## src/shared/gdcl_pkg.sv

```systemverilog
// Constants and types shared by the gate-driver control logic.
//
// Overview of operation
// - Select pin shorted to ground picks the fastest turn-on slew, 150 V/ns.
// - Select pin tied to the internal 5 V rail picks a fixed 100 V/ns slew.
// - Rail tie is checked once at power-up; if tied, the pin is then ignored for good.
// - A resistor strap picks a slew setting between 20 V/ns and 150 V/ns.
// - Without rail tie the strap is watched continuously through a heavy filter.
// - Temperature output is a 9 kHz PWM, duty refreshed at the same rate.
// - Below 25 C the temperature duty rests at its minimum of about 1 percent.
// - From 25 C to 150 C the duty runs from about 3 to 80 percent.
// - Above 150 C the duty keeps rising linearly until overtemperature trips.
// - On overtemperature the PWM output stays high until cooled, with hysteresis.
// - A GaN overtemperature shutdown drives the active-low fault output low.
// - State 1 follows a falling command from state 5, FET off, waits positive drain.
// - State 2 keeps FET off and waits for negative drain after the soft-switch event.
// - The diode machine starts in state 2 at power-up and after leaving shutdown.
// - State 3 turns the FET on and goes to state 4 on first-quadrant current.
// - State 4 locks the FET off until the gate command rises again.
// - Outside shutdown, a rising command from any state goes to state 5 with the FET commanded on.
// - The assist turns the FET on once per command cycle; shoot-through locks it off.
// - The operational diode mode is a build option; the thermal one always exists.
// - In the thermal machine a falling command forces state 1 for a blanking time.
// - Fault output stays low while either overtemperature holds, releases when both clear.
package gdcl_pkg;
  localparam int CLK_HZ = 20000000;
  localparam int CLK_NS = 50;
  // Temperature PWM timing; the period count rounds down.
  localparam int PWM_HZ = 9000;
  localparam int PWM_PERIOD_CYC = CLK_HZ / PWM_HZ;
  localparam int DUTY_W = 12;
  localparam logic [DUTY_W-1:0] DUTY_MIN = 12'(PWM_PERIOD_CYC / 100);
  // Duty = (10*T - 201) / 1623, scaled to period counts with 14 fractional bits.
  localparam int TEMP_OFFSET_DC = 201;
  localparam int TEMP_SLOPE_DC = 1623;
  localparam int GAIN_SHIFT = 14;
  localparam int TEMP_GAIN = (PWM_PERIOD_CYC * (2 ** GAIN_SHIFT) + TEMP_SLOPE_DC / 2)
                             / TEMP_SLOPE_DC;
  localparam int TEMP_LOW_C = 25;
  localparam int OT_TRIP_C = 165;
  localparam int OT_CLEAR_C = 145;
  // Thermal machine blanking after a falling command; a least time, rounded up.
  localparam int BLANK_NS = 200;
  localparam int BLANK_CYC = (BLANK_NS + CLK_NS - 1) / CLK_NS;
  // Strap filter time, a least time rounded up.
  localparam int FILTER_US = 100;
  localparam int FILTER_CYC = (FILTER_US * 1000 + CLK_NS - 1) / CLK_NS;
  localparam int DEGLITCH_CYC = 3;
  // Slew codes: 0 is 20 V/ns, 15 is 150 V/ns, linear between.
  localparam logic [3:0] SLEW_CODE_MAX = 4'hf;
  localparam logic [3:0] SLEW_CODE_RAIL = 4'ha;
  localparam logic [3:0] SLEW_CODE_RESET = 4'hf;
  // Register byte offsets and fields.
  localparam logic [7:0] REG_CTRL = 8'h00;
  localparam logic [7:0] REG_STATUS = 8'h04;
  localparam logic [7:0] REG_DUTY = 8'h08;
  localparam int CTRL_OPIDM_BIT = 0;
  localparam logic CTRL_OPIDM_RESET = 1'b1;
  localparam int ST_GAN_OT = 0;
  localparam int ST_DRV_OT = 1;
  localparam int ST_RAIL = 2;
  localparam int ST_FET = 3;
  localparam int ST_SLEW = 4;
  localparam int ST_IDM = 8;
  localparam int ST_OTM = 12;
  typedef enum logic [2:0] {IDM_OFF_WAIT_POS, IDM_WAIT_NEG, IDM_ASSIST_ON, IDM_LOCKED_OFF,
                            IDM_CMD_ON} gdcl_idm_type;
  typedef enum logic [1:0] {OTM_BLANK, OTM_WAIT_NEG, OTM_ON} gdcl_otm_type;
endpackage : gdcl_pkg

```

## src/hw/gdcl_top.sv

```systemverilog
// Gate-driver control: slew strap decode, temperature PWM and ideal-diode machines.
`timescale 1ns/1ns
module gdcl_top #(
  parameter bit OPERATIONAL_IDEAL_DIODE_MODE_PRESENT = 1'b1,
  parameter int FILTER_CYCLES = gdcl_pkg::FILTER_CYC,
  parameter int DEGLITCH_CYCLES = gdcl_pkg::DEGLITCH_CYC
) (
  input wire logic core_clk,
  input wire logic resetn,
  input wire logic wb_cyc_i,
  input wire logic wb_stb_i,
  input wire logic wb_we_i,
  input wire logic [7:0] wb_adr_i,
  input wire logic [3:0] wb_sel_i,
  input wire logic [31:0] wb_dat_i,
  output logic [31:0] wb_dat_o,
  output logic wb_ack_o,
  input wire logic strap_gnd_short,
  input wire logic strap_rail_short,
  input wire logic [3:0] strap_code,
  input wire logic [7:0] gan_temp_c,
  input wire logic driver_ot,
  input wire logic gate_cmd,
  input wire logic drain_pos,
  input wire logic drain_neg,
  input wire logic drain_fq,
  output logic [3:0] slew_code,
  output logic temp_pwm,
  output logic fault_n,
  output logic fet_on
);
  import gdcl_pkg::*;

  localparam int FCW = $clog2(FILTER_CYCLES + 1);
  localparam int DGW = $clog2(DEGLITCH_CYCLES + 1);
  localparam int BLANK_BOUND = BLANK_CYC + 1;

  // Parameter values the counters cannot serve are refused.
  if (FILTER_CYCLES < 1 || DEGLITCH_CYCLES < 1) begin : g_bad_param
    $error("gdcl_top: filter and deglitch counts must be at least one");
  end

  // Input conditioning: two-flop synchroniser then a stability deglitch per input.
  logic [3:0] raw_in;
  logic [3:0] sync1;
  logic [3:0] sync2;
  logic [3:0] clean;
  assign raw_in = {drain_fq, drain_neg, drain_pos, gate_cmd};

  for (genvar i = 0; i < 4; i++) begin : g_cond
    logic [DGW-1:0] stable_cnt;
    wire differs = sync2[i] != clean[i];
    // Accept a new level only after it has held for the deglitch count.
    always_ff @(posedge core_clk or negedge resetn)
    begin
      if (!resetn)
      begin
        sync1[i] <= 1'b0;
        sync2[i] <= 1'b0;
        clean[i] <= 1'b0;
        stable_cnt <= '0;
      end
      else
      begin
        sync1[i] <= raw_in[i];
        sync2[i] <= sync1[i];
        stable_cnt <= differs ? stable_cnt + 1'b1 : '0;
        if (differs && stable_cnt == DGW'(DEGLITCH_CYCLES - 1))
        begin
          clean[i] <= sync2[i];
          stable_cnt <= '0;
        end
      end
    end
  end

  wire gate_c = clean[0];
  wire dpos_c = clean[1];
  wire dneg_c = clean[2];
  wire fq_c = clean[3];
  logic gate_prev;
  wire gate_rise = gate_c && !gate_prev;
  wire gate_fall = !gate_c && gate_prev;

  // Register file: control bit steers the operational diode mode.
  logic ctrl_opidm;
  logic gan_ot;
  logic rail_locked;
  logic rail_checked;
  gdcl_idm_type idm_state;
  gdcl_otm_type otm_state;
  logic [DUTY_W-1:0] pwm_cmp;
  wire wb_req = wb_cyc_i && wb_stb_i && !wb_ack_o;
  wire hit_ctrl = wb_adr_i == REG_CTRL;
  wire hit_status = wb_adr_i == REG_STATUS;
  wire hit_duty = wb_adr_i == REG_DUTY;
  // A write lands at the edge where the master samples ack high, not at the taking edge.
  wire ctrl_wr = wb_cyc_i && wb_stb_i && wb_ack_o && wb_we_i && hit_ctrl && wb_sel_i[0];
  wire [31:0] status_word = {16'h0000, 2'b00, 2'(otm_state), 1'b0, 3'(idm_state),
                             slew_code, fet_on, rail_locked, driver_ot, gan_ot};
  wire [31:0] read_word = hit_ctrl ? {31'h00000000, ctrl_opidm} :
                          hit_status ? status_word :
                          hit_duty ? {20'h00000, pwm_cmp} : 32'h00000000;

  // Bus slave answers every request one cycle later; unmapped reads give zero.
  always_ff @(posedge core_clk or negedge resetn)
  begin
    if (!resetn)
    begin
      wb_ack_o <= 1'b0;
      wb_dat_o <= 32'h00000000;
      ctrl_opidm <= CTRL_OPIDM_RESET;
    end
    else
    begin
      wb_ack_o <= wb_req;
      wb_dat_o <= wb_req ? read_word : 32'h00000000;
      if (ctrl_wr)
        ctrl_opidm <= wb_dat_i[CTRL_OPIDM_BIT];
    end
  end

  // Strap decode: ground short wins, else the resistor code, each filtered.
  logic [3:0] strap_cand;
  logic [FCW-1:0] filt_cnt;
  wire [3:0] strap_now = strap_gnd_short ? SLEW_CODE_MAX : strap_code;
  wire filt_done = filt_cnt == FCW'(FILTER_CYCLES - 1);

  // Rail tie is sampled at the first edge after reset, then latched for good.
  always_ff @(posedge core_clk or negedge resetn)
  begin
    if (!resetn)
    begin
      rail_checked <= 1'b0;
      rail_locked <= 1'b0;
      strap_cand <= SLEW_CODE_RESET;
      filt_cnt <= '0;
      slew_code <= SLEW_CODE_RESET;
    end
    else
    begin
      rail_checked <= 1'b1;
      if (!rail_checked)
        rail_locked <= strap_rail_short;
      if (rail_locked)
        slew_code <= SLEW_CODE_RAIL;
      else if (strap_now != strap_cand)
      begin
        strap_cand <= strap_now;
        filt_cnt <= '0;
      end
      else if (filt_done)
        slew_code <= strap_cand;
      else
        filt_cnt <= filt_cnt + 1'b1;
    end
  end

  // Duty from temperature: linear map, floor below 25 C, capped one count short of the full period.
  logic [11:0] pwm_cnt;
  wire [11:0] temp_dc = 12'(gan_temp_c) * 12'd10;
  wire [11:0] temp_rel = temp_dc - 12'(TEMP_OFFSET_DC);
  wire [27:0] temp_prod = 28'(temp_rel) * 28'(TEMP_GAIN);
  wire [13:0] duty_raw = temp_prod[GAIN_SHIFT +: 14];
  wire cold = gan_temp_c < 8'(TEMP_LOW_C);
  wire [DUTY_W-1:0] next_cmp = cold ? DUTY_MIN :
                               (duty_raw >= 14'(PWM_PERIOD_CYC)) ?
                               DUTY_W'(PWM_PERIOD_CYC - 1) : duty_raw[DUTY_W-1:0];
  wire period_end = pwm_cnt == 12'(PWM_PERIOD_CYC - 1);
  wire ot_any = gan_ot || driver_ot;

  // PWM counter and output; compare reloads only at wrap.
  always_ff @(posedge core_clk or negedge resetn)
  begin
    if (!resetn)
    begin
      pwm_cnt <= 12'h000;
      pwm_cmp <= DUTY_MIN;
      temp_pwm <= 1'b0;
    end
    else
    begin
      pwm_cnt <= period_end ? 12'h000 : pwm_cnt + 12'h001;
      if (period_end)
        pwm_cmp <= next_cmp;
      temp_pwm <= ot_any || (pwm_cnt < pwm_cmp);
    end
  end

  // Overtemperature with hysteresis and the combined fault output.
  always_ff @(posedge core_clk or negedge resetn)
  begin
    if (!resetn)
    begin
      gan_ot <= 1'b0;
      fault_n <= 1'b1;
    end
    else
    begin
      if (gan_temp_c >= 8'(OT_TRIP_C))
        gan_ot <= 1'b1;
      else if (gan_temp_c < 8'(OT_CLEAR_C))
        gan_ot <= 1'b0;
      fault_n <= !ot_any;
    end
  end

  // Operational diode machine; held in state 2 during any shutdown.
  gdcl_idm_type next_idm;
  always_comb
  begin
    next_idm = idm_state;
    if (ot_any)
      next_idm = IDM_WAIT_NEG;
    else if (gate_rise)
      next_idm = IDM_CMD_ON;
    else
      unique case (idm_state)
        IDM_CMD_ON: if (gate_fall) next_idm = IDM_OFF_WAIT_POS;
        IDM_OFF_WAIT_POS: if (dpos_c) next_idm = IDM_WAIT_NEG;
        IDM_WAIT_NEG: if (dneg_c) next_idm = IDM_ASSIST_ON;
        IDM_ASSIST_ON: if (fq_c) next_idm = IDM_LOCKED_OFF;
        IDM_LOCKED_OFF: next_idm = IDM_LOCKED_OFF;
        default: next_idm = IDM_WAIT_NEG;
      endcase
  end

  // Thermal diode machine with fixed blanking after a falling command.
  gdcl_otm_type next_otm;
  logic [3:0] blank_cnt;
  wire blank_done = blank_cnt == 4'(BLANK_CYC - 1);
  always_comb
  begin
    next_otm = otm_state;
    if (!gan_ot || driver_ot)
      next_otm = OTM_WAIT_NEG;
    else if (gate_fall)
      next_otm = OTM_BLANK;
    else
      unique case (otm_state)
        OTM_BLANK: if (blank_done) next_otm = OTM_WAIT_NEG;
        OTM_WAIT_NEG: if (dneg_c) next_otm = OTM_ON;
        OTM_ON: if (fq_c) next_otm = OTM_WAIT_NEG;
        default: next_otm = OTM_WAIT_NEG;
      endcase
  end

  // FET command: driver shutdown forces off, GaN shutdown uses the thermal machine.
  wire op_active = OPERATIONAL_IDEAL_DIODE_MODE_PRESENT && ctrl_opidm;
  wire idm_fet = (next_idm == IDM_CMD_ON) || (next_idm == IDM_ASSIST_ON);
  wire next_fet = driver_ot ? 1'b0 :
                  gan_ot ? (next_otm == OTM_ON) :
                  op_active ? idm_fet : gate_c;

  // State registers and the registered FET command.
  always_ff @(posedge core_clk or negedge resetn)
  begin
    if (!resetn)
    begin
      gate_prev <= 1'b0;
      idm_state <= IDM_WAIT_NEG;
      otm_state <= OTM_WAIT_NEG;
      blank_cnt <= 4'h0;
      fet_on <= 1'b0;
    end
    else
    begin
      gate_prev <= gate_c;
      idm_state <= next_idm;
      otm_state <= next_otm;
      blank_cnt <= (next_otm == OTM_BLANK && otm_state == OTM_BLANK) ? blank_cnt + 4'h1 : 4'h0;
      fet_on <= next_fet;
    end
  end

  // Checks on the design's own behaviour.
  AST_RAIL_STICKY: assert property (@(posedge core_clk) disable iff (!resetn)
    rail_locked |=> rail_locked && slew_code == SLEW_CODE_RAIL)
    else $error("rail lock lost or slew code wrong");
  AST_CMP_BOUNDARY: assert property (@(posedge core_clk) disable iff (!resetn)
    $changed(pwm_cmp) |-> $past(pwm_cnt) == 12'(PWM_PERIOD_CYC - 1))
    else $error("duty compare changed inside a period");
  AST_MIN_DUTY: assert property (@(posedge core_clk) disable iff (!resetn)
    (period_end && cold) |=> pwm_cmp == DUTY_MIN)
    else $error("cold duty not at minimum");
  AST_OT_HIGH: assert property (@(posedge core_clk) disable iff (!resetn)
    ot_any [*2] |=> temp_pwm)
    else $error("temperature output not held high in overtemperature");
  AST_FAULT: assert property (@(posedge core_clk) disable iff (!resetn)
    ##1 (fault_n == !$past(ot_any)))
    else $error("fault output does not follow overtemperature");
  AST_GATE_RISE: assert property (@(posedge core_clk) disable iff (!resetn)
    (gate_rise && !ot_any) |=> idm_state == IDM_CMD_ON ##0 (fet_on || !op_active))
    else $error("rising command did not reach state 5");
  AST_LOCKED_OFF: assert property (@(posedge core_clk) disable iff (!resetn)
    (op_active && !ot_any && idm_state == IDM_LOCKED_OFF && !gate_rise) |=> !fet_on)
    else $error("FET on while locked off");
  AST_BLANK: assert property (@(posedge core_clk) disable iff (!resetn)
    (otm_state == OTM_BLANK) |-> ##[1:BLANK_BOUND] otm_state != OTM_BLANK || gate_fall)
    else $error("blanking state overstayed");
  AST_OT_EXIT: assert property (@(posedge core_clk) disable iff (!resetn)
    $fell(gan_ot) && !driver_ot |-> idm_state == IDM_WAIT_NEG)
    else $error("diode machine not in state 2 after shutdown");
endmodule : gdcl_top

```

## config.mk

```make
export PLATFORM = sky130hd
export DESIGN_NAME = gdcl_top
export DESIGN_NICKNAME = d
export VERILOG_FILES = /design/src/shared/gdcl_pkg.sv /design/src/hw/gdcl_top.sv
export SDC_FILE = /design/constraint.sdc
export NUM_CORES = 1
export LEC_CHECK = 0
export ABC_CLOCK_PERIOD_IN_PS = 2800
export BUFFER_PORTS_ARGS = -buffer_cell sky130_fd_sc_hd__clkbuf_2
export CORE_ASPECT_RATIO = 1.4
export CORE_MARGIN = 2
export CORE_UTILIZATION = 65
export CTS_CLUSTER_DIAMETER = 60
export DETAILED_ROUTE_END_ITERATION = 10
export PLACE_DENSITY_LB_ADDON = 0.2
export SETUP_SLACK_MARGIN = 0.2
export SLEW_MARGIN = 20
export SYNTH_ARGS = -nofsm -noshare
export SYNTH_HDL_FRONTEND = slang
export SYNTH_SLANG_ARGS = --single-unit
```

## constraint.sdc

```tcl
create_clock -name core_clk -period 2.8 [get_ports core_clk]
set_input_delay 0.56 -clock core_clk [delete_from_list [all_inputs] [get_ports core_clk]]
set_output_delay 0.56 -clock core_clk [all_outputs]
set_load 0.1 [all_outputs]
```

# After elaboration in Yosys (flattened, before gate mapping)
# Index checks and enable logic that the tools add are counted.
# word_totals
regBits,95
input_bits,68
# classes
add_sub_neg,8
mul,2
n_lt_le_gt_ge,5
eq_ne,25
muxes,40
n_bitwise,1
n_reduce_logical,31
# op_table
operator,n
$mux 12,4
$mux 14,3
$mul 12x15->27 const B,1
$mux 2,13
$mux 11,2
$mux 4,5
$mux 3,6
$pmux 3 s5,1
$ge 13x12->1 const B,1
$logic_and 1x1->1,13
$add 12x1->12 const B,1
$eq 12x12->1 const B,1
$eq 2x2->1 const B,6
$lt 12x12->1,1
$sub 12x8->12 const B,1
$add 11x1->11 const B,1
$eq 11x11->1 const B,1
$mul 8x3->11 const B,1
$eq 3x2->1 const B,3
$add 2x1->2 const B,4
$eq 8x3->1 const B,1
$eq 8x4->1 const B,1
$ge 8x8->1 const B,1
$logic_not 8->1,1
other kinds (20),39

# Logic depth before layout (Yosys ltp)
# Gate-level depths: netlist of the first run.
# logic_depth
depth_word,11
mapped_depth,31
depth_no_buf,30

# Least setup slack after synthesis of the first run
# OpenSTA, ideal clock, no wires.
# synth_path
kind,input -> register
from,in gan_temp_c[1]
to,reg pwm_cmp[3]
t_arrival_ns,7.439
required_ns,2.669
setup_slack_ns,-4.770
path_stages,27
cell_sequence,ha_1 ha_1 fa_1 a21o_1 a21oi_2 xnor2_1 a21oi_1 nand3_1 o21a_1 or2_2 fa_1 inv_1 fa_1 fa_1 fa_1 fa_1 inv_1 ha_1 nand2_1 nor2_1 o2111ai_1 a2111oi_2 a211oi_2 xnor2_1 nor4b_2 a21boi_4 o21ai_0
# synth_between
elab_chain_len,6
word_cells_on_any_way,7
# synth_lines
element,line_no,rtl
"start, declared",gdcl_top.sv:21,"input wire logic [7:0] gan_temp_c,"
$mul 8x3->11,gdcl_top.sv:161,wire [11:0] temp_dc = 12'(gan_temp_c) * 12'd10;
$sub 12x8->12,gdcl_top.sv:162,wire [11:0] temp_rel = temp_dc - 12'(TEMP_OFFSET_DC);
$mul 12x15->27,gdcl_top.sv:163,wire [27:0] temp_prod = 28'(temp_rel) * 28'(TEMP_GAIN);
$ge 13x12->1,gdcl_top.sv:167,(duty_raw >= 14'(PWM_PERIOD_CYC)) ?
$mux 12,gdcl_top.sv:167,
$mux 12 (*),gdcl_top.sv:166,wire [DUTY_W-1:0] next_cmp = cold ? DUTY_MIN :
"end signal, assigned",gdcl_top.sv:185,pwm_cmp <= next_cmp;
"end, declared",gdcl_top.sv:92,logic [DUTY_W-1:0] pwm_cmp;
# Mark *: on every way between the ends. The rest lies on a longest branch, timed or not.
# A chain may end at the register's enable or synchronous reset.

# Worst setup path after layout of the first run
# layout_path
from,in gan_temp_c[1]
to,reg pwm_cmp[6]
# The elaborated chain is that of the path after synthesis.

==> results_dict.tcl, run 1 <==
set metrics [dict create \
    cts_tree "yes" \
    ff2ff_path_depth 8 \
    hold_buffers 0 \
    track_usage 0.317 \
    nFillCells 627 \
    fp.dieW_um 101 \
    rr_endpoint "pwm_cmp[6]" \
    placed_area_um2 10200 \
    final_area_um2 11100 \
    worst_pin_slew_ns 0.577 \
    synth_cell_types 73 \
    cpPeakStageDelay_ns 0.56 \
    finalWorstSetupSlack_ns -4.77 \
    hold_path.class "primary input to asynchronous set/reset pin" \
    fin_worst_skew_ns 0.00822 \
    synth_edf_count 0 \
    syn2layout_area_growth_pct 29.7 \
    crit_type "primary input to flip-flop" \
    drt_iter0_drc 416 \
    dieArea_um2 14200 \
    yosysTopAreaCellShare 0.233 \
    max_slew_margin 0.615 \
    synth_top_area_cell "dfrtp_1" \
    routed_wirelength_um 25300 \
    r2r_slack_ns 0.42 \
    start_kind "primary input" \
    start_util 0.667 \
    grt_overflow 0 \
    crit_path_frequent_cell "ha_4" \
    status "complete, but fails checks" \
    critPathCapture "pwm_cmp[6]" \
    clk_path_buf_depth 2 \
    dr.pass1.iters 6 \
    arrival_ns 7.85 \
    crit_start "gan_temp_c[1]" \
    min_period_over_period 2.70 \
    synth_seq_cells 95 \
    pre_cts_slack_ns -4.78 \
    place_congestion 0.936 \
    hold_viol_final 0 \
    final_max_slew_viol_count 0 \
    clk_pin_slew_ns 0.06 \
    worst-path-buf-inv 4 \
    vias 7603 \
    portBuffers 55 \
    fin_crit_ns 7.57 \
    ys_top_cells_by_count "140 x inv_1, 111 x ha_1, 85 x nor2_1, 80 x dfrtp_1, 60 x fa_1" \
    violations "setup timing" \
    htreeDepth 3 \
    clock-root-buffer "clkbuf_16" \
    rsz0062_at_grt "yes" \
    cts_buffers 9 \
    drc 0 \
    nets 1338 \
    core_um2 12900 \
    antenna_cells 0 \
    r2r_start "pwm_cnt[1]" \
    grt_antenna_before_repair 0 \
    final_layout_size_suffix_gt1_frac 0.316 \
    rows 49 \
    critical_path_required_ns 3.08 \
    cp-end-kind "flip-flop" \
    routedWlPerCell_um 20.1 \
    maxCapViolCount 0 \
    grt_pass1_vias 7740 \
    io-pin-count 108 \
    antenna_left 0 \
    synth_cells 896 \
    grt_first_pass_wirelength_um 35300 \
    syn_area_per_cell_um2 9.58 \
    synth_warnings 0 \
    critPathMaxFanout 5 \
    hpwlAfterDp_um 16500 \
    crit_slowest_cell "or4_4" \
    synth_area_um2 8580 \
    ys_top_cells_by_area "dfrtp_1 23%, ha_1 16%, fa_1 14%" \
    finalSetupViolCount 12 \
    path_depth 29 \
    die_h_um 140 \
    async_reset_ff_frac 1.00 \
    max_freq_mhz 132 \
    clock_latency_ns 0.34 \
    clkSinkCount 95 \
    path_delay_family "adder cells" \
    avgViaCountPerCell 6.05 \
    ys_seq_area_frac 0.279 \
    grt_max_degree 50 \
    ys.flop_type "dfrtp_1" \
    synthMostInstantiatedCell "inv_1" \
]
kinds of logic after synthesis:
family                     share of synthesized area
and+or+nand+nor                                0.135
adders and majority gates                      0.302
buffers and inverters                         0.0816
AOI/OAI and AO/OA                              0.133
DFF                                            0.279
xor gates and xnor gates                      0.0520
muxes                                         0.0159
other                                       0.000875
state kept, by name, summed over array words and instances, names as in the netlist, 8 cells and up:
name	flops
wb_dat_o	14
pwm_cmp	12
pwm_cnt	12
filt_cnt	11
g_cond.stable_cnt	8
layout make-up:
| type | instances | area, µm² | share of cell area |
|---|---|---|---|
| multi-input combinational | 650 | 6270 | 0.563 |
| sequential | 95 | 2400 | 0.215 |
| clock inverter | 4 | 53.8 | 0.00483 |
| inverter | 140 | 526 | 0.0472 |
| tap | 153 | 191 | 0.0172 |
| clock buffer | 12 | 256 | 0.0230 |
| timing repair buffer | 203 | 1440 | 0.129 |
worst min path at each step:
| stage | startpoint | to | slack, ns |
|---|---|---|---|
| 3_5_place_dp | sync1[3] | sync2[3] | 0.34 |
| 5_1_grt | resetn | filt_cnt[1] | 0.17 |
| 4_1_cts | resetn | filt_cnt[1] | 0.14 |
| 3_3_place_gp | sync1[0] | sync2[0] | 0.33 |
| 2_1_floorplan | resetn | blank_cnt[0] | 0.26 |
| 6_report | resetn | filt_cnt[1] | 0.13 |
cell usage in the layout, fill, tap and decap left out, types with 13 or more instances in the layout:
cell and n:
a21o_1 13, a21oi_1 29, a22oi_1 13, and3_1 14, buf_4 146, clkbuf_2 52
conb_1 19, dfrtp_1 80, dfstp_2 15, fa_1 54, ha_1 88, ha_4 22
inv_1 135, nand2_1 37, nand2b_1 14, nand3_1 15, nor2_1 82, o21ai_0 15
xnor2_1 13, xor2_1 30
layer usage:
metal  GRT usage  vias up  routed length [µm]
li1            -     3382                   -
met1       0.330     3626                8610
met2       0.593      408               13200
met3      0.0324      187                1270
met4       0.189        0                2230
met5           0        -                   0
per-stage QoR:
step	hold WS, ns	setup TNS (ns)	cells	utilization
floorplan	0.264	-49.08	913	-
global placement	0.334	-54.60	1223	0.789
detailed placement	0.338	-56.15	1223	0.789
CTS	0.142	-49.69	1248	0.839
global route	0.167	-57.76	1257	0.865
finish	0.132	-55.78	1257	0.865
timing repair:
item	4_1_cts	5_1_grt
cloned	0	0
pin swaps	10	42
setup buffers	9	9
setup endpoints to repair	12	12
gates resized for setup	43	46
Power of run 1 is not shown: default switching activity piles up to over one toggle a cycle in this logic, so the estimate is an artifact.
==> run 2: changes to the inputs <==
Settings changed: CTS_CLUSTER_DIAMETER 60 to unset, REMOVE_ABC_BUFFERS set to 1.
==> run 2 against run 1 <==
Effect of this change:
- the run still ends with setup timing left
- clock skew down 0.0027 ns
- clock-buffer cell count up 2
- first-iteration DRC count up 41%
- hold slack better by 0.074 ns
- critical path depth up 2
- via count up 5.3%
- cell count up 1.9%
- die area unchanged
- fmax down 0.96%
- global-route usage up 1.3 points
- non-clock buffer count up 24
==> results_dict.tcl, run 2 (same netlist as run 1, synthesis figures left out) <==
set metrics [dict create \
    seqCellArea_um2 2400 \
    fin_crit_ns 7.64 \
    rsz0062_at_grt "yes" \
    start_kind "primary input" \
    syn2layout_area_growth_pct 32.1 \
    rows 49 \
    min_period_over_period 2.73 \
    worst-path-buf-inv 6 \
    io-pin-count 108 \
    hold_path.class "primary input to asynchronous set/reset pin" \
    multiInputGateArea_um2 6280 \
    track_usage 0.330 \
    layout_common_cells "162 x buf_4, 132 x inv_1, 90 x ha_1" \
    core_um2 12900 \
    start_util 0.667 \
    hold_viol_final 0 \
    fp.dieW_um 101 \
    path_depth 31 \
    htreeDepth 3 \
    crit_slowest_cell "fa_1" \
    max_freq_mhz 131 \
    r2r_slack_ns 0.40 \
    cp-end-kind "flip-flop" \
    dr.pass1.iters 6 \
    r2r_start "strap_cand[3]" \
    grt_first_pass_wirelength_um 36500 \
    final_max_slew_viol_count 0 \
    hpwlAfterDp_um 15600 \
    cts_buffers 9 \
    grt_pass1_vias 7845 \
    largest_register_ff_count 14 \
    drt_iter0_drc 587 \
    final_common_cell "buf_4" \
    place_congestion 0.903 \
    critical_path_required_ns 3.07 \
    portBuffers 55 \
    finalSetupViolCount 12 \
    worst_pin_slew_ns 0.572 \
    fin_worst_skew_ns 0.00554 \
    hold_buffers 0 \
    crit_type "primary input to flip-flop" \
    vias 8009 \
    grt_antenna_before_repair 0 \
    die_h_um 140 \
    finalWorstSetupSlack_ns -4.84 \
    grt_max_degree 46 \
    pre_cts_slack_ns -5.42 \
    antenna_left 0 \
    arrival_ns 7.92 \
    clk_pin_slew_ns 0.06 \
    cpPeakStageDelay_ns 0.62 \
    grt_overflow 0 \
    routed_wirelength_um 27200 \
    nets 1362 \
    violations "setup timing" \
    routedWlPerCell_um 21.2 \
    drc 0 \
    clock_latency_ns 0.34 \
    critPathMaxFanout 6 \
    clk_path_buf_depth 2 \
    status "complete, but fails checks" \
    reg.largest.list "wb_dat_o: 14 flops, pwm_cmp: 12 flops, pwm_cnt: 12 flops" \
    path_delay_family "adder cells" \
    avgViaCountPerCell 6.25 \
    top_register "wb_dat_o" \
    clkSinkCount 95 \
    final_layout_size_suffix_gt1_frac 0.329 \
    antenna_cells 0 \
    nFillCells 599 \
    maxCapViolCount 0 \
    cts_tree "yes" \
    dieArea_um2 14200 \
    rr_endpoint "filt_cnt[7]" \
    clock-root-buffer "clkbuf_16" \
    ff2ff_path_depth 9 \
    max_slew_margin 0.619 \
]
-- run 2: stage by stage --
step	hold slack [ns]	cell area, µm²	utilization	instances	setup TNS (ns)
final	0.207	11300	0.881	1281	-57.04
after global routing	0.248	11300	0.881	1281	-60.17
after CTS	0.217	11000	0.852	1267	-51.51
after detailed placement	0.335	10000	0.780	1238	-63.50
after global placement	0.332	10000	0.780	1238	-61.32
after floorplan	0.264	8470	-	885	-55.57
-- run 2: final cells by class --
cell class | instances | area share
flip-flops and latches | 95 | 0.211
repair buffers | 227 | 0.145
clock buffers | 14 | 0.0233
well taps | 153 | 0.0169
clock inverters | 2 | 0.00342
inverters | 140 | 0.0463
multi-input cells | 650 | 0.554
-- run 2: worst max path at each step --
| stage | end | startpoint | slack (ns) |
|---|---|---|---|
| global placement | pwm_cmp[3] | gan_temp_c[1] | -5.21 |
| detailed placement | pwm_cmp[3] | gan_temp_c[1] | -5.42 |
| global route | pwm_cmp[6] | gan_temp_c[2] | -5.16 |
| finish | pwm_cmp[6] | gan_temp_c[3] | -4.84 |
| floorplan | pwm_cmp[3] | gan_temp_c[1] | -4.77 |
| CTS | pwm_cmp[6] | gan_temp_c[3] | -4.41 |
-- run 2: metal layers --
metal,wire length (µm),global-route usage,vias to the layer above
li1,-,-,3453
met1,8900,0.338,3864
met2,14400,0.616,472
met3,1500,0.0394,220
met4,2440,0.208,0
met5,0,0,-
-- run 2: what timing repair did --
| action | CTS | global route |
|---|---|---|
| buffers inserted | 13 | 14 |
| endpoints found under the setup margin | 12 | 12 |
| gates resized for setup | 93 | 52 |
| pin swaps | 65 | 45 |
Power of run 2 is left out for the same reason.
